[src/rtl/conv_ctrl_map.svh]
`ifndef CONV_CTRL_MAP_SVH
`define CONV_CTRL_MAP_SVH
`define OFS_CONTROL 8'hC5
`define OFS_RESULT 8'hC6
`define OFS_SAMPLE 8'hC7
`define OFS_PORT 8'hC8
`define BIT_DONE 4
`define BIT_BUSY 3
`define CTRL_RESET 5'h00
`define OSC_PER_MC 4'hC
`define CONV_MC 6'h28
`define SAMPLE_MC 6'h08
`define IRQ_VECTOR 8'h2B
`endif

[src/rtl/conv_ctrl_pkg.sv]
package conv_ctrl_pkg;
   typedef enum logic [2:0] {
      ST_IDLE = 3'b001,
      ST_SAMPLE = 3'b010,
      ST_CONVERT = 3'b100
   } conv_state_t;
   typedef struct packed {
      logic [7:0] addr;
      logic [7:0] wdata;
      logic wr;
      logic rd;
   } bus_req_t;
endpackage : conv_ctrl_pkg

[src/rtl/conv_ctrl.sv]
`timescale 1ns/1ps
`include "conv_ctrl_map.svh"
module conv_ctrl #(
   parameter int DATA_W = 8
) (
   input wire logic CLK_I,
   input wire logic RST_I,
   input wire logic [7:0] ADDR_I,
   input wire logic [7:0] WDATA_I,
   input wire logic WR_I,
   input wire logic RD_I,
   input wire logic IRQ_EN_I,
   input wire logic IDLE_I,
   input wire logic PDOWN_I,
   input wire logic [7:0] PIN_I,
   input wire logic [DATA_W-1:0] CODE_I,
   output logic [7:0] RDATA_O,
   output logic IRQ_O,
   output logic [7:0] IRQ_VEC_O,
   output logic [7:0] PORT_O,
   output logic SAMPLE_O,
   output logic [2:0] MUX_O
);
   conv_ctrl_pkg::bus_req_t req;
   conv_ctrl_pkg::conv_state_t state_r;
   logic [3:0] osc_r;
   logic mc_tick;
   logic [5:0] mc_cnt_r;
   logic [2:0] chan_r;
   logic busy_r;
   logic done_r;
   logic [DATA_W-1:0] result_r;
   logic [7:0] dis_r;
   logic [7:0] dis_nxt;
   logic ctrl_wr;
   logic start;
   logic finish;
   logic abort;
   logic [9:0] busy_len_r;

   assign req = '{addr: ADDR_I, wdata: WDATA_I, wr: WR_I, rd: RD_I};
   assign ctrl_wr = req.wr && (req.addr == `OFS_CONTROL);
   assign start = ctrl_wr && req.wdata[`BIT_BUSY] && !busy_r && !done_r && !abort;
   assign abort = IDLE_I || PDOWN_I;
   assign mc_tick = (osc_r == `OSC_PER_MC - 4'h1);
   assign finish = busy_r && mc_tick && (mc_cnt_r == `CONV_MC - 6'h01) && !abort;

   // Machine cycle divider
   always_ff @(posedge CLK_I)
   begin
      if (RST_I || start)
         osc_r <= 4'h0;
      else if (mc_tick)
         osc_r <= 4'h0;
      else
         osc_r <= osc_r + 4'h1;
   end

   // Sequencer
   always_ff @(posedge CLK_I)
   begin
      if (RST_I || abort)
      begin
         state_r <= conv_ctrl_pkg::ST_IDLE;
         mc_cnt_r <= 6'h00;
      end
      else
      begin
         case (state_r)
            conv_ctrl_pkg::ST_IDLE:
               if (start)
               begin
                  state_r <= conv_ctrl_pkg::ST_SAMPLE;
                  mc_cnt_r <= 6'h00;
               end
            conv_ctrl_pkg::ST_SAMPLE:
               if (mc_tick)
               begin
                  mc_cnt_r <= mc_cnt_r + 6'h01;
                  if (mc_cnt_r == `SAMPLE_MC - 6'h01)
                     state_r <= conv_ctrl_pkg::ST_CONVERT;
               end
            conv_ctrl_pkg::ST_CONVERT:
               if (finish)
                  state_r <= conv_ctrl_pkg::ST_IDLE;
               else if (mc_tick)
                  mc_cnt_r <= mc_cnt_r + 6'h01;
            default:
               state_r <= conv_ctrl_pkg::ST_IDLE;
         endcase
      end
   end

   // Busy bit
   always_ff @(posedge CLK_I)
   begin
      if (RST_I || abort || finish)
         busy_r <= 1'b0;
      else if (start)
         busy_r <= 1'b1;
   end

   // Done flag; hardware set wins over software clear
   always_ff @(posedge CLK_I)
   begin
      if (RST_I || PDOWN_I)
         done_r <= 1'b0;
      else if (finish)
         done_r <= 1'b1;
      else if (ctrl_wr && !req.wdata[`BIT_DONE])
         done_r <= 1'b0;
   end

   // Channel field
   always_ff @(posedge CLK_I)
   begin
      if (RST_I)
         chan_r <= 3'h0;
      else if (ctrl_wr && !busy_r && !done_r)
         chan_r <= req.wdata[2:0];
   end

   // Result register
   always_ff @(posedge CLK_I)
   begin
      if (RST_I)
         result_r <= '0;
      else if (finish)
         result_r <= CODE_I;
   end

   // Buffer disable, latched at start only
   always_comb
   begin
      dis_nxt = 8'h00;
      dis_nxt[req.wdata[2:0]] = 1'b1;
   end

   always_ff @(posedge CLK_I)
   begin
      if (RST_I)
         dis_r <= 8'h00;
      else if (start)
         dis_r <= dis_nxt;
   end

   // Port read view
   always_ff @(posedge CLK_I)
   begin
      if (RST_I)
         PORT_O <= 8'hFF;
      else
         PORT_O <= PIN_I | dis_r;
   end

   // Analog side outputs
   always_ff @(posedge CLK_I)
   begin
      if (RST_I)
      begin
         SAMPLE_O <= 1'b0;
         MUX_O <= 3'h0;
      end
      else
      begin
         SAMPLE_O <= (state_r == conv_ctrl_pkg::ST_SAMPLE) && !abort;
         MUX_O <= chan_r;
      end
   end

   // Interrupt request
   always_ff @(posedge CLK_I)
   begin
      if (RST_I)
      begin
         IRQ_O <= 1'b0;
         IRQ_VEC_O <= `IRQ_VECTOR;
      end
      else
      begin
         IRQ_O <= done_r && IRQ_EN_I;
         IRQ_VEC_O <= `IRQ_VECTOR;
      end
   end

   // Read data, one cycle after read strobe
   always_ff @(posedge CLK_I)
   begin
      if (RST_I)
         RDATA_O <= 8'h00;
      else if (!req.rd)
         RDATA_O <= 8'h00;
      else if (req.addr == `OFS_CONTROL)
         RDATA_O <= {3'h0, done_r, busy_r, chan_r};
      else if (req.addr == `OFS_RESULT)
         RDATA_O <= result_r;
      else if (req.addr == `OFS_PORT)
         RDATA_O <= PIN_I | dis_r;
      else
         RDATA_O <= 8'h00;
   end

   // Clocks spent busy, for the conversion time checks
   always_ff @(posedge CLK_I)
   begin
      if (RST_I || !busy_r)
         busy_len_r <= 10'h000;
      else
         busy_len_r <= busy_len_r + 10'h001;
   end

   // Handshake and status bits
   AST_EXCL: assert property (@(posedge CLK_I) disable iff (RST_I)
      !(busy_r && done_r))
      else $error("busy and done both set");
   AST_START: assert property (@(posedge CLK_I) disable iff (RST_I)
      start |=> busy_r && !done_r)
      else $error("start did not set busy");
   AST_BUSY_ZERO: assert property (@(posedge CLK_I) disable iff (RST_I)
      (ctrl_wr && !req.wdata[`BIT_BUSY] && busy_r && !abort && !finish) |=> busy_r)
      else $error("software cleared busy");
   AST_BUSY_STATE: assert property (@(posedge CLK_I) disable iff (RST_I)
      busy_r == (state_r != conv_ctrl_pkg::ST_IDLE))
      else $error("busy and sequencer disagree");
   AST_ONEHOT: assert property (@(posedge CLK_I) disable iff (RST_I)
      $onehot(state_r))
      else $error("sequencer state not one-hot");
   AST_DONE_CLR: assert property (@(posedge CLK_I) disable iff (RST_I)
      (ctrl_wr && !req.wdata[`BIT_DONE] && !finish) |=> !done_r)
      else $error("done not cleared by write");

   // Conversion timing, 40 machine cycles of 12 clocks
   AST_LEN: assert property (@(posedge CLK_I) disable iff (RST_I)
      start ##1 (!abort) [*8] |-> busy_r)
      else $error("conversion ended early");
   AST_LEN_EXACT: assert property (@(posedge CLK_I) disable iff (RST_I)
      finish |-> busy_len_r == 10'h1DF)
      else $error("conversion length wrong");
   AST_LEN_MAX: assert property (@(posedge CLK_I) disable iff (RST_I)
      busy_r |-> busy_len_r <= 10'h1DF)
      else $error("conversion overran");
   AST_OSC_RANGE: assert property (@(posedge CLK_I) disable iff (RST_I)
      osc_r < `OSC_PER_MC)
      else $error("machine cycle divider out of range");
   AST_SAMPLE_BUSY: assert property (@(posedge CLK_I) disable iff (RST_I)
      SAMPLE_O |-> busy_r)
      else $error("sampling outside conversion");
   AST_SAMPLE_WIN: assert property (@(posedge CLK_I) disable iff (RST_I)
      (busy_r && busy_len_r >= 10'h001 && busy_len_r <= 10'h060) |-> SAMPLE_O)
      else $error("sampling switch open too soon");
   AST_SAMPLE_END: assert property (@(posedge CLK_I) disable iff (RST_I)
      (busy_len_r > 10'h060) |-> !SAMPLE_O)
      else $error("sampling switch closed too long");

   // Completion and result
   AST_FIN: assert property (@(posedge CLK_I) disable iff (RST_I)
      finish |=> done_r && !busy_r && result_r == $past(CODE_I))
      else $error("completion not atomic");
   AST_HOLD: assert property (@(posedge CLK_I) disable iff (RST_I)
      done_r && $past(done_r) |-> $stable(result_r))
      else $error("result changed while done");
   AST_RESULT_RO: assert property (@(posedge CLK_I) disable iff (RST_I)
      (req.wr && req.addr == `OFS_RESULT && !finish) |=> $stable(result_r))
      else $error("result written by software");
   AST_IRQ: assert property (@(posedge CLK_I) disable iff (RST_I)
      (done_r && IRQ_EN_I) |=> IRQ_O)
      else $error("interrupt missing");
   AST_IRQ_OFF: assert property (@(posedge CLK_I) disable iff (RST_I)
      !(done_r && IRQ_EN_I) |=> !IRQ_O)
      else $error("spurious interrupt");
   AST_VEC: assert property (@(posedge CLK_I) disable iff (RST_I)
      IRQ_VEC_O == `IRQ_VECTOR)
      else $error("wrong interrupt vector");

   // Channel field and blocking
   AST_BLOCK: assert property (@(posedge CLK_I) disable iff (RST_I)
      (ctrl_wr && (busy_r || done_r)) |=> $stable(chan_r))
      else $error("channel changed while locked");
   AST_START_SEL: assert property (@(posedge CLK_I) disable iff (RST_I)
      start |=> chan_r == $past(req.wdata[2:0]))
      else $error("start did not take channel");
   AST_MUX: assert property (@(posedge CLK_I) disable iff (RST_I)
      1'b1 |=> MUX_O == $past(chan_r))
      else $error("mux select not channel field");

   // Abort and low power modes
   AST_ABORT: assert property (@(posedge CLK_I) disable iff (RST_I)
      abort |=> !busy_r)
      else $error("abort left busy");
   AST_NO_RESULT: assert property (@(posedge CLK_I) disable iff (RST_I)
      (abort && busy_r) |=> !done_r && $stable(result_r))
      else $error("aborted conversion gave result");
   AST_PD: assert property (@(posedge CLK_I) disable iff (RST_I)
      PDOWN_I |=> !done_r)
      else $error("done survived power-down");
   AST_IDLE_KEEP: assert property (@(posedge CLK_I) disable iff (RST_I)
      (IDLE_I && !PDOWN_I && done_r && !(ctrl_wr && !req.wdata[`BIT_DONE])) |=> done_r)
      else $error("done lost on idle");

   // Digital buffer disable and port view
   AST_DIS_ONEHOT: assert property (@(posedge CLK_I) disable iff (RST_I)
      start |=> dis_r == (8'h01 << $past(req.wdata[2:0])))
      else $error("disable mask not selected pin");
   AST_DIS_KEEP: assert property (@(posedge CLK_I) disable iff (RST_I)
      !start |=> $stable(dis_r))
      else $error("disable mask changed without start");
   AST_SEL: assert property (@(posedge CLK_I) disable iff (RST_I)
      ##1 (PORT_O | ~$past(dis_r)) == 8'hFF)
      else $error("disabled pin not one");
   AST_PORT_UNSEL: assert property (@(posedge CLK_I) disable iff (RST_I)
      1'b1 |=> ((PORT_O ^ $past(PIN_I)) & ~$past(dis_r)) == 8'h00)
      else $error("enabled pin level wrong");

   // Register reads
   AST_RD_IDLE: assert property (@(posedge CLK_I) disable iff (RST_I)
      !req.rd |=> RDATA_O == 8'h00)
      else $error("read data without read");
   AST_RD_CTRL: assert property (@(posedge CLK_I) disable iff (RST_I)
      (req.rd && req.addr == `OFS_CONTROL) |=> RDATA_O[7:5] == 3'h0)
      else $error("unused control bits not zero");
   AST_RD_RESULT: assert property (@(posedge CLK_I) disable iff (RST_I)
      (req.rd && req.addr == `OFS_RESULT) |=> RDATA_O == $past(result_r))
      else $error("result read wrong");
   AST_RD_PORT: assert property (@(posedge CLK_I) disable iff (RST_I)
      (req.rd && req.addr == `OFS_PORT) |=> RDATA_O == ($past(PIN_I) | $past(dis_r)))
      else $error("port read wrong");

   COV_CONV: cover property (@(posedge CLK_I) finish);
   COV_BLOCKED: cover property (@(posedge CLK_I) ctrl_wr && req.wdata[`BIT_BUSY] && busy_r);
   COV_ABORT: cover property (@(posedge CLK_I) busy_r && IDLE_I);
   COV_IDLE_DONE: cover property (@(posedge CLK_I) done_r && IDLE_I);
   COV_PDOWN_DONE: cover property (@(posedge CLK_I) done_r && PDOWN_I);
endmodule : conv_ctrl

[config.mk]
export PLATFORM = sky130hd
export DESIGN_NAME = conv_ctrl
export DESIGN_NICKNAME = d
export VERILOG_FILES = /design/src/rtl/conv_ctrl_pkg.sv /design/src/rtl/conv_ctrl.sv
export VERILOG_INCLUDE_DIRS = /design/src /design/src/rtl
export SDC_FILE = /design/constraint.sdc
export NUM_CORES = 1
export LEC_CHECK = 0
export BUFFER_PORTS_ARGS = -buffer_cell sky130_fd_sc_hd__buf_2
export CAP_MARGIN = 10
export CORE_MARGIN = 5
export CORE_UTILIZATION = 40
export DETAILED_ROUTE_END_ITERATION = 7
export MAX_ROUTING_LAYER = met4
export SYNTH_ARGS = -nofsm -noshare
export SYNTH_HDL_FRONTEND = slang
export SYNTH_SLANG_ARGS = --single-unit
export TNS_END_PERCENT = 30
[constraint.sdc]
create_clock -name CLK_I -period 3.2 [get_ports CLK_I]
set_clock_uncertainty 0.2 [all_clocks]
set_input_delay 0 -clock CLK_I [delete_from_list [all_inputs] [get_ports CLK_I]]
set_output_delay 0 -clock CLK_I [all_outputs]
set_load 0.005 [all_outputs]
; ---- After elaboration in Yosys (flattened, before gate mapping)
; Index checks and enable logic that the tools add are counted.
[word_totals]
register_bits = 55
out_inout_bits = 29
input_bits = 39
word_cells = 80
[op_classes]
n_eq_ne = 14
n_addsub = 2
magnitude_cmp = 2
bitwise_logic = 2
mux = 16
n_reduce_logical = 30
[op_table]
columns = operator, count
row1 = == test 8 bit (second input constant), 3
row2 = 2-to-1 mux 6 bit, 3
row3 = one-hot mux 6 bit (3 select lines), 1
row4 = 2-to-1 mux 8 bit, 2
row5 = logical AND 1 bit, 14
row6 = 2-to-1 mux 3 bit, 4
row7 = inequality test 2 bit (second input constant), 5
row8 = one-hot mux 3 bit (3 select lines), 1
row9 = OR 8 bit, 1
row10 = adder 6 x 1 -> 6 bit (second input constant), 1
row11 = == test 6 x 3 -> 1 bit (second input constant), 1
row12 = == test 6 bit (second input constant), 1
row13 = logical OR 1 bit, 5
row14 = 2-to-1 mux 5 bit, 1
row15 = adder 4 x 1 -> 4 bit (second input constant), 1
row16 = == test 4 bit (second input constant), 1
row17 = zero test 1 bit, 4
row18 = less-than comparator 3 x 4 -> 1 bit (second input constant), 1
row19 = AND reduction 4 bit, 1
row20 = OR reduction 2 bit, 2
row21 = demux 1 bit (select 3 bit), 1
row22 = == test 3 x 1 -> 1 bit (second input constant), 1
row23 = == test 3 x 2 -> 1 bit (second input constant), 1
row24 = == test 3 bit (second input constant), 1
row25 = 7 further kinds, 9

; ---- Longest topological paths before layout
[logic_depth]
word_depth = 8
depth_mapped = 7
ltp_nobuf = 6

; ---- Worst setup path before layout
; OpenSTA, ideal clock, no wires.
[synth_timing]
path_type = flip-flop to flip-flop
startpoint = reg osc_r[0]
endpoint = reg mc_cnt_r[4]
setup_time_ns = 0.126
path_stages_with_launch = 8
path_buffers = 1
arrival_ns = 1.420
period_less_slack_ns = 1.746
slack_ns = 1.454
t_required_ns = 2.874
cell_sequence = dfxtp_1 -> ha_1 -> and3b_1 -> clkbuf_1 -> o2111ai_2 -> a2bb2oi_4 -> and3_1 -> nor3_1
[synth_between]
elab_chain_cells = 6
word_cells_on_any_way = 9
classes_between = 2 x eq/ne / 3 x mux / 4 x reduce/logical
[synth_rtl]
columns = item, line_no
row1 = from (decl), conv_ctrl.sv:26  ; logic [3:0] osc_r;
row2 = from (signal assigned), conv_ctrl.sv:56  ; osc_r <= osc_r + 4'h1;
row3 = == test 4 bit *, conv_ctrl.sv:45  ; assign mc_tick = (osc_r == `OSC_PER_MC - 4'h1);
row4 = logical AND 1 bit (3 in series), conv_ctrl.sv:46  ; assign finish = busy_r && mc_tick && (mc_cnt_r == `CONV_MC - 6'h01) && !abort;
row5 = inequality test 2 bit (no source line), n/a
row6 = AND reduction 3 bit (no source line), n/a
row7 = to (signal assigned), conv_ctrl.sv:79  ; mc_cnt_r <= mc_cnt_r + 6'h01;
row8 = to (signal assigned), conv_ctrl.sv:87  ; mc_cnt_r <= mc_cnt_r + 6'h01;
row9 = to (decl), conv_ctrl.sv:28  ; logic [5:0] mc_cnt_r;
; Every way passes the cells marked *; elsewhere a longest branch is shown, timed or not. The select of a mux whose other input is x is not followed.
; A chain may end at the register's enable or synchronous reset.

; ---- Worst setup path after layout
[layout_timing]
startpoint = in ADDR_I[2]
endpoint = reg RDATA_O[3]
[layout_between]
elab_chain_cells = 4
word_cells_on_any_way = 6
classes_between = 3 x eq/ne / 3 x mux
[layout_rtl]
columns = item, line_no
row1 = from (decl), conv_ctrl.sv:8  ; input wire logic [7:0] ADDR_I,
row2 = == test 8 bit (no source line), n/a
row3 = 2-to-1 mux 8 bit, conv_ctrl.sv:197  ; else if (req.addr == `OFS_PORT)
row4 = 2-to-1 mux 8 bit, conv_ctrl.sv:195  ; else if (req.addr == `OFS_RESULT)
row5 = 2-to-1 mux 5 bit *, conv_ctrl.sv:193  ; else if (req.addr == `OFS_CONTROL)
row6 = to (signal assigned), conv_ctrl.sv:194  ; RDATA_O <= {3'h0, done_r, busy_r, chan_r};
row7 = to (signal assigned), conv_ctrl.sv:196  ; RDATA_O <= result_r;
row8 = to (signal assigned), conv_ctrl.sv:198  ; RDATA_O <= PIN_I | dis_r;
row9 = to (decl), conv_ctrl.sv:17  ; output logic [7:0] RDATA_O,
; Every way passes the cells marked *; elsewhere a longest branch is shown, timed or not.

==> key figures <==
Yosys
  • Post-synth EDFFs: 0
  • #FFs+latches synth: 55
  • Largest area contributor in the synthesized netlist: dfxtp_1
  • Mean post-synth cell area: 9.787 um2
  • Area share of the largest cell type after synthesis: 46.49%
  • Post-synth ARST share: 0%
  • Register area share after synthesis: 46.49%
  • Cell variety after synth: 53
  • Top cells by area, synth: dfxtp_1 46%, mux2i_1 5.1%, a21oi_1 3.4%
  • Syn Std Cell Area: 2369 um2
  • Synth Instances: 242
  • Most used DFF post-synth: dfxtp_1
  • Synthesis Warnings: 0

Place
  • Placed standard-cell area: 2664 um2
  • Gpl congestion: 0.8847
  • Port-buffer cells: 56
  • Hpwl dp: 3.968 mm

Layout
  • Final core occ: 54.13%
  • Fin area: 3167 um2
  • Final net count: 378
  • Share of layout cells above drive strength 1: 23.74%
  • Multi-input logic area: 1181 um2
  • # diodes: 0
  • Synth-to-layout area growth: 33.70%
  • Register Area: 1101 um2
  • # fillers: 536

STA
  • Fin Setup TNS: 0 ns
  • RSZ-0062 raised after global routing: false
  • Min Clock Period, post-route: 2.675 ns
  • Hold Violations, Final: 0
  • Fin. max-slew vios: 0
  • Post-route clock period utilization: 83.60%
  • F_max: 0.3738 GHz
  • Worst-margin pin slew: 0.6243 ns
  • Final setup viols: 0
  • Worst relative slew slack: 58.06%

Critical path
  • Path depth of the worst reg2reg path: 7
  • CP max stage delay: 0.78 ns
  • CP Data Required Time: 3.25 ns
  • CP max FO: 7
  • Most frequent CP cell: dlygate4sd3_1
  • CP Depth: 7
  • Critical Path End Type: register
  • Critical path type: input pin to register
  • Cells along the critical path: dlygate4sd3_1 > buf_2 > nor4_2 > dlygate4sd3_1 > o21ai_0 > a21oi_1 > dlygate4sd3_1
  • Bufs and invs on worst path: 4
  • CP delay by family, top: buffers and inverters
  • Crit path DAT: 2.73 ns
  • CP max-delay cell: dlygate4sd3_1
  • CP Launch Type: input pin

Clock network
  • Total CTS buffers: 5
  • Root buf cell: clkbuf_8
  • H-Tree Depth: 2
  • Post_cts resized: 0
  • CTS Buffer Depth: 2
  • Clock Sinks: 55
  • Number of setup buffers added after CTS: 0
  • Clk_lat worst skew: 0.31 ns
  • Clk slew on worst S/H paths: 0.09 ns
  • Hold buffers post-CTS: 42
  • CTS tree: done

Hold path
  • Worst hold stages: 4
  • HP Class: input pin to register

Run
  • Max Cap Violations: 0

Drt
  • Routed wire per std cell: 13.75 um
  • Initial DRC count: 85
  • Vias per cell: 4.959
  • TritonRoute pass-1 iters: 4
  • Vias: 2,043
  • Antenna Nets Post-Route: 0
  • DRC Markers: 0
  • Final Routed Wirelength: 5.667 mm

Floorplan
  • Die X: 86.95 um
  • Die Footprint: 7560 um2
  • Initial Util: 40.48%
  • I/O pin count: 68
  • Core area: 5851 um2
  • Die Y: 86.95 um
  • Rows: 28

Global routing
  • Routing usage on met2: 25.26%
  • Met1 Usage GRT: 20.48%
  • Initial antenna violation count: 0
  • First-pass GRT wire length: 9.397 mm
  • Vias in the first global route: 2,039
  • Total gr overflow: 0
  • Met3 Use GR: 3.027%
  • Largest net degree at the start of global routing: 33
  • Most Used Layer, Global Route: met2
  • Gr usage total: 16.16%

Power and ir drop
  • PwrDens: 366.6 nW/um2
  • Maximum vdd ir drop: 0.1730 mV
  • P_leak: 1.400 nW

Status
  • Status: completed
==> path summary, 6_finish.rpt <==
path	start	slack, ns	endpoint
setup reg to reg	mc_cnt_r[0]	0.65	result_r[5]
setup / recovery	ADDR_I[2]	0.52	RDATA_O[3]
hold / removal	WR_I	0.01	chan_r[0]
hold reg to reg	osc_r[0]	0.26	osc_r[0]
==> cells by family (layout without fill, tap and decap cells) <==
logic type	Yosys count	in the layout	share of synthesized area (%)
AND/OR/NAND/NOR	97	97	25.09
flip-flops	55	55	46.49
AO/OA/AOI/OAI	54	54	16.64
buffers and inverters	18	107	4.596
multiplexers	12	12	5.072
adder cells (fa/ha/maj)	2	2	1.056
other	2	8	0.3171
XOR/XNOR	2	2	0.7397
==> worst min-delay path, delay by kind of cell <==
family | cells | cell delay (ns)
AND/OR/NAND/NOR | 2 | 0.29
AO/OA/AOI/OAI | 1 | 0.07
buffers and inverters | 1 | 0.12
==> state kept, by name, indices dropped and copies added (netlist names) <==
register and flops:
PORT_O 8, RDATA_O 8, dis_r 8, result_r 8, mc_cnt_r 6, osc_r 4, MUX_O 3, chan_r 3
state_r 3, IRQ_O 1, SAMPLE_O 1, busy_r 1, done_r 1
==> cells in the mapped netlist, types with 5 or more instances <==
| cell | count |
|---|---|
| nor2b_1 | 5 |
| mux2i_1 | 12 |
| dfxtp_1 | 55 |
| nor3_1 | 8 |
| nand2_1 | 18 |
| a21oi_1 | 16 |
| clkbuf_1 | 6 |
| nor2_1 | 19 |
| buf_4 | 8 |
| a22o_1 | 9 |
| nand2b_1 | 5 |
| o21ai_0 | 10 |
| or3_1 | 8 |
==> power breakdown <==
group | total [mW] | switching (mW) | internal, mW
clock network | 0.365 | 0.214 | 0.150
registers | 0.696 | 0.00346 | 0.692
logic | 0.100 | 0.0450 | 0.0553
==> metrics by stage <==
stage	hold WS (ns)	power [mW]	worst slack [ns]	std cells
final	0.01304	1.161	0.5248	412
after CTS	0.0004802	1.182	0.5616	412
after detailed placement	-0.002114	0.7868	1.199	363
after global routing	0.03115	1.221	0.3969	412
after global placement	-0.004186	0.7856	1.242	363
after floorplan	-0.1215	0.7534	1.454	248
==> layout by cell type, fill, tap and decap left out, types with 2 or more instances in the layout <==
master,n
a41oi_1,2
nand2b_1,5
buf_2,56
mux2i_1,12
ha_1,2
a22o_1,9
conb_1,8
nor2b_1,5
nand2_1,18
a21oi_1,16
nor2_1,19
and3b_1,2
o21ai_1,2
or3_1,8
clkbuf_8,5
nand4bb_1,2
nor3b_1,3
o21ai_0,10
a32o_1,2
and3_1,4
nand4bb_2,2
xnor2_1,2
inv_1,2
dfxtp_1,55
nand3_1,4
nor2_2,3
nand4_1,2
o211a_1,3
nor3_1,8
dlygate4sd3_1,42
==> layout make-up <==
cell class                 count  area share, %
clock buffer                   5          2.173
clock inverter                 2         0.4346
inverter                       2         0.2371
multi-input combinational    175          37.30
sequential                    55          34.77
tap                           75          2.963
timing repair buffer          98          22.13
==> routing by layer <==
layer / wire, um / up-vias
li1: - / 1044
met4: 146 / 0
met2: 2533 / 52
met3: 285 / 10
met5: 0 / -
met1: 2701 / 937
(Power assumes the default switching activity.)
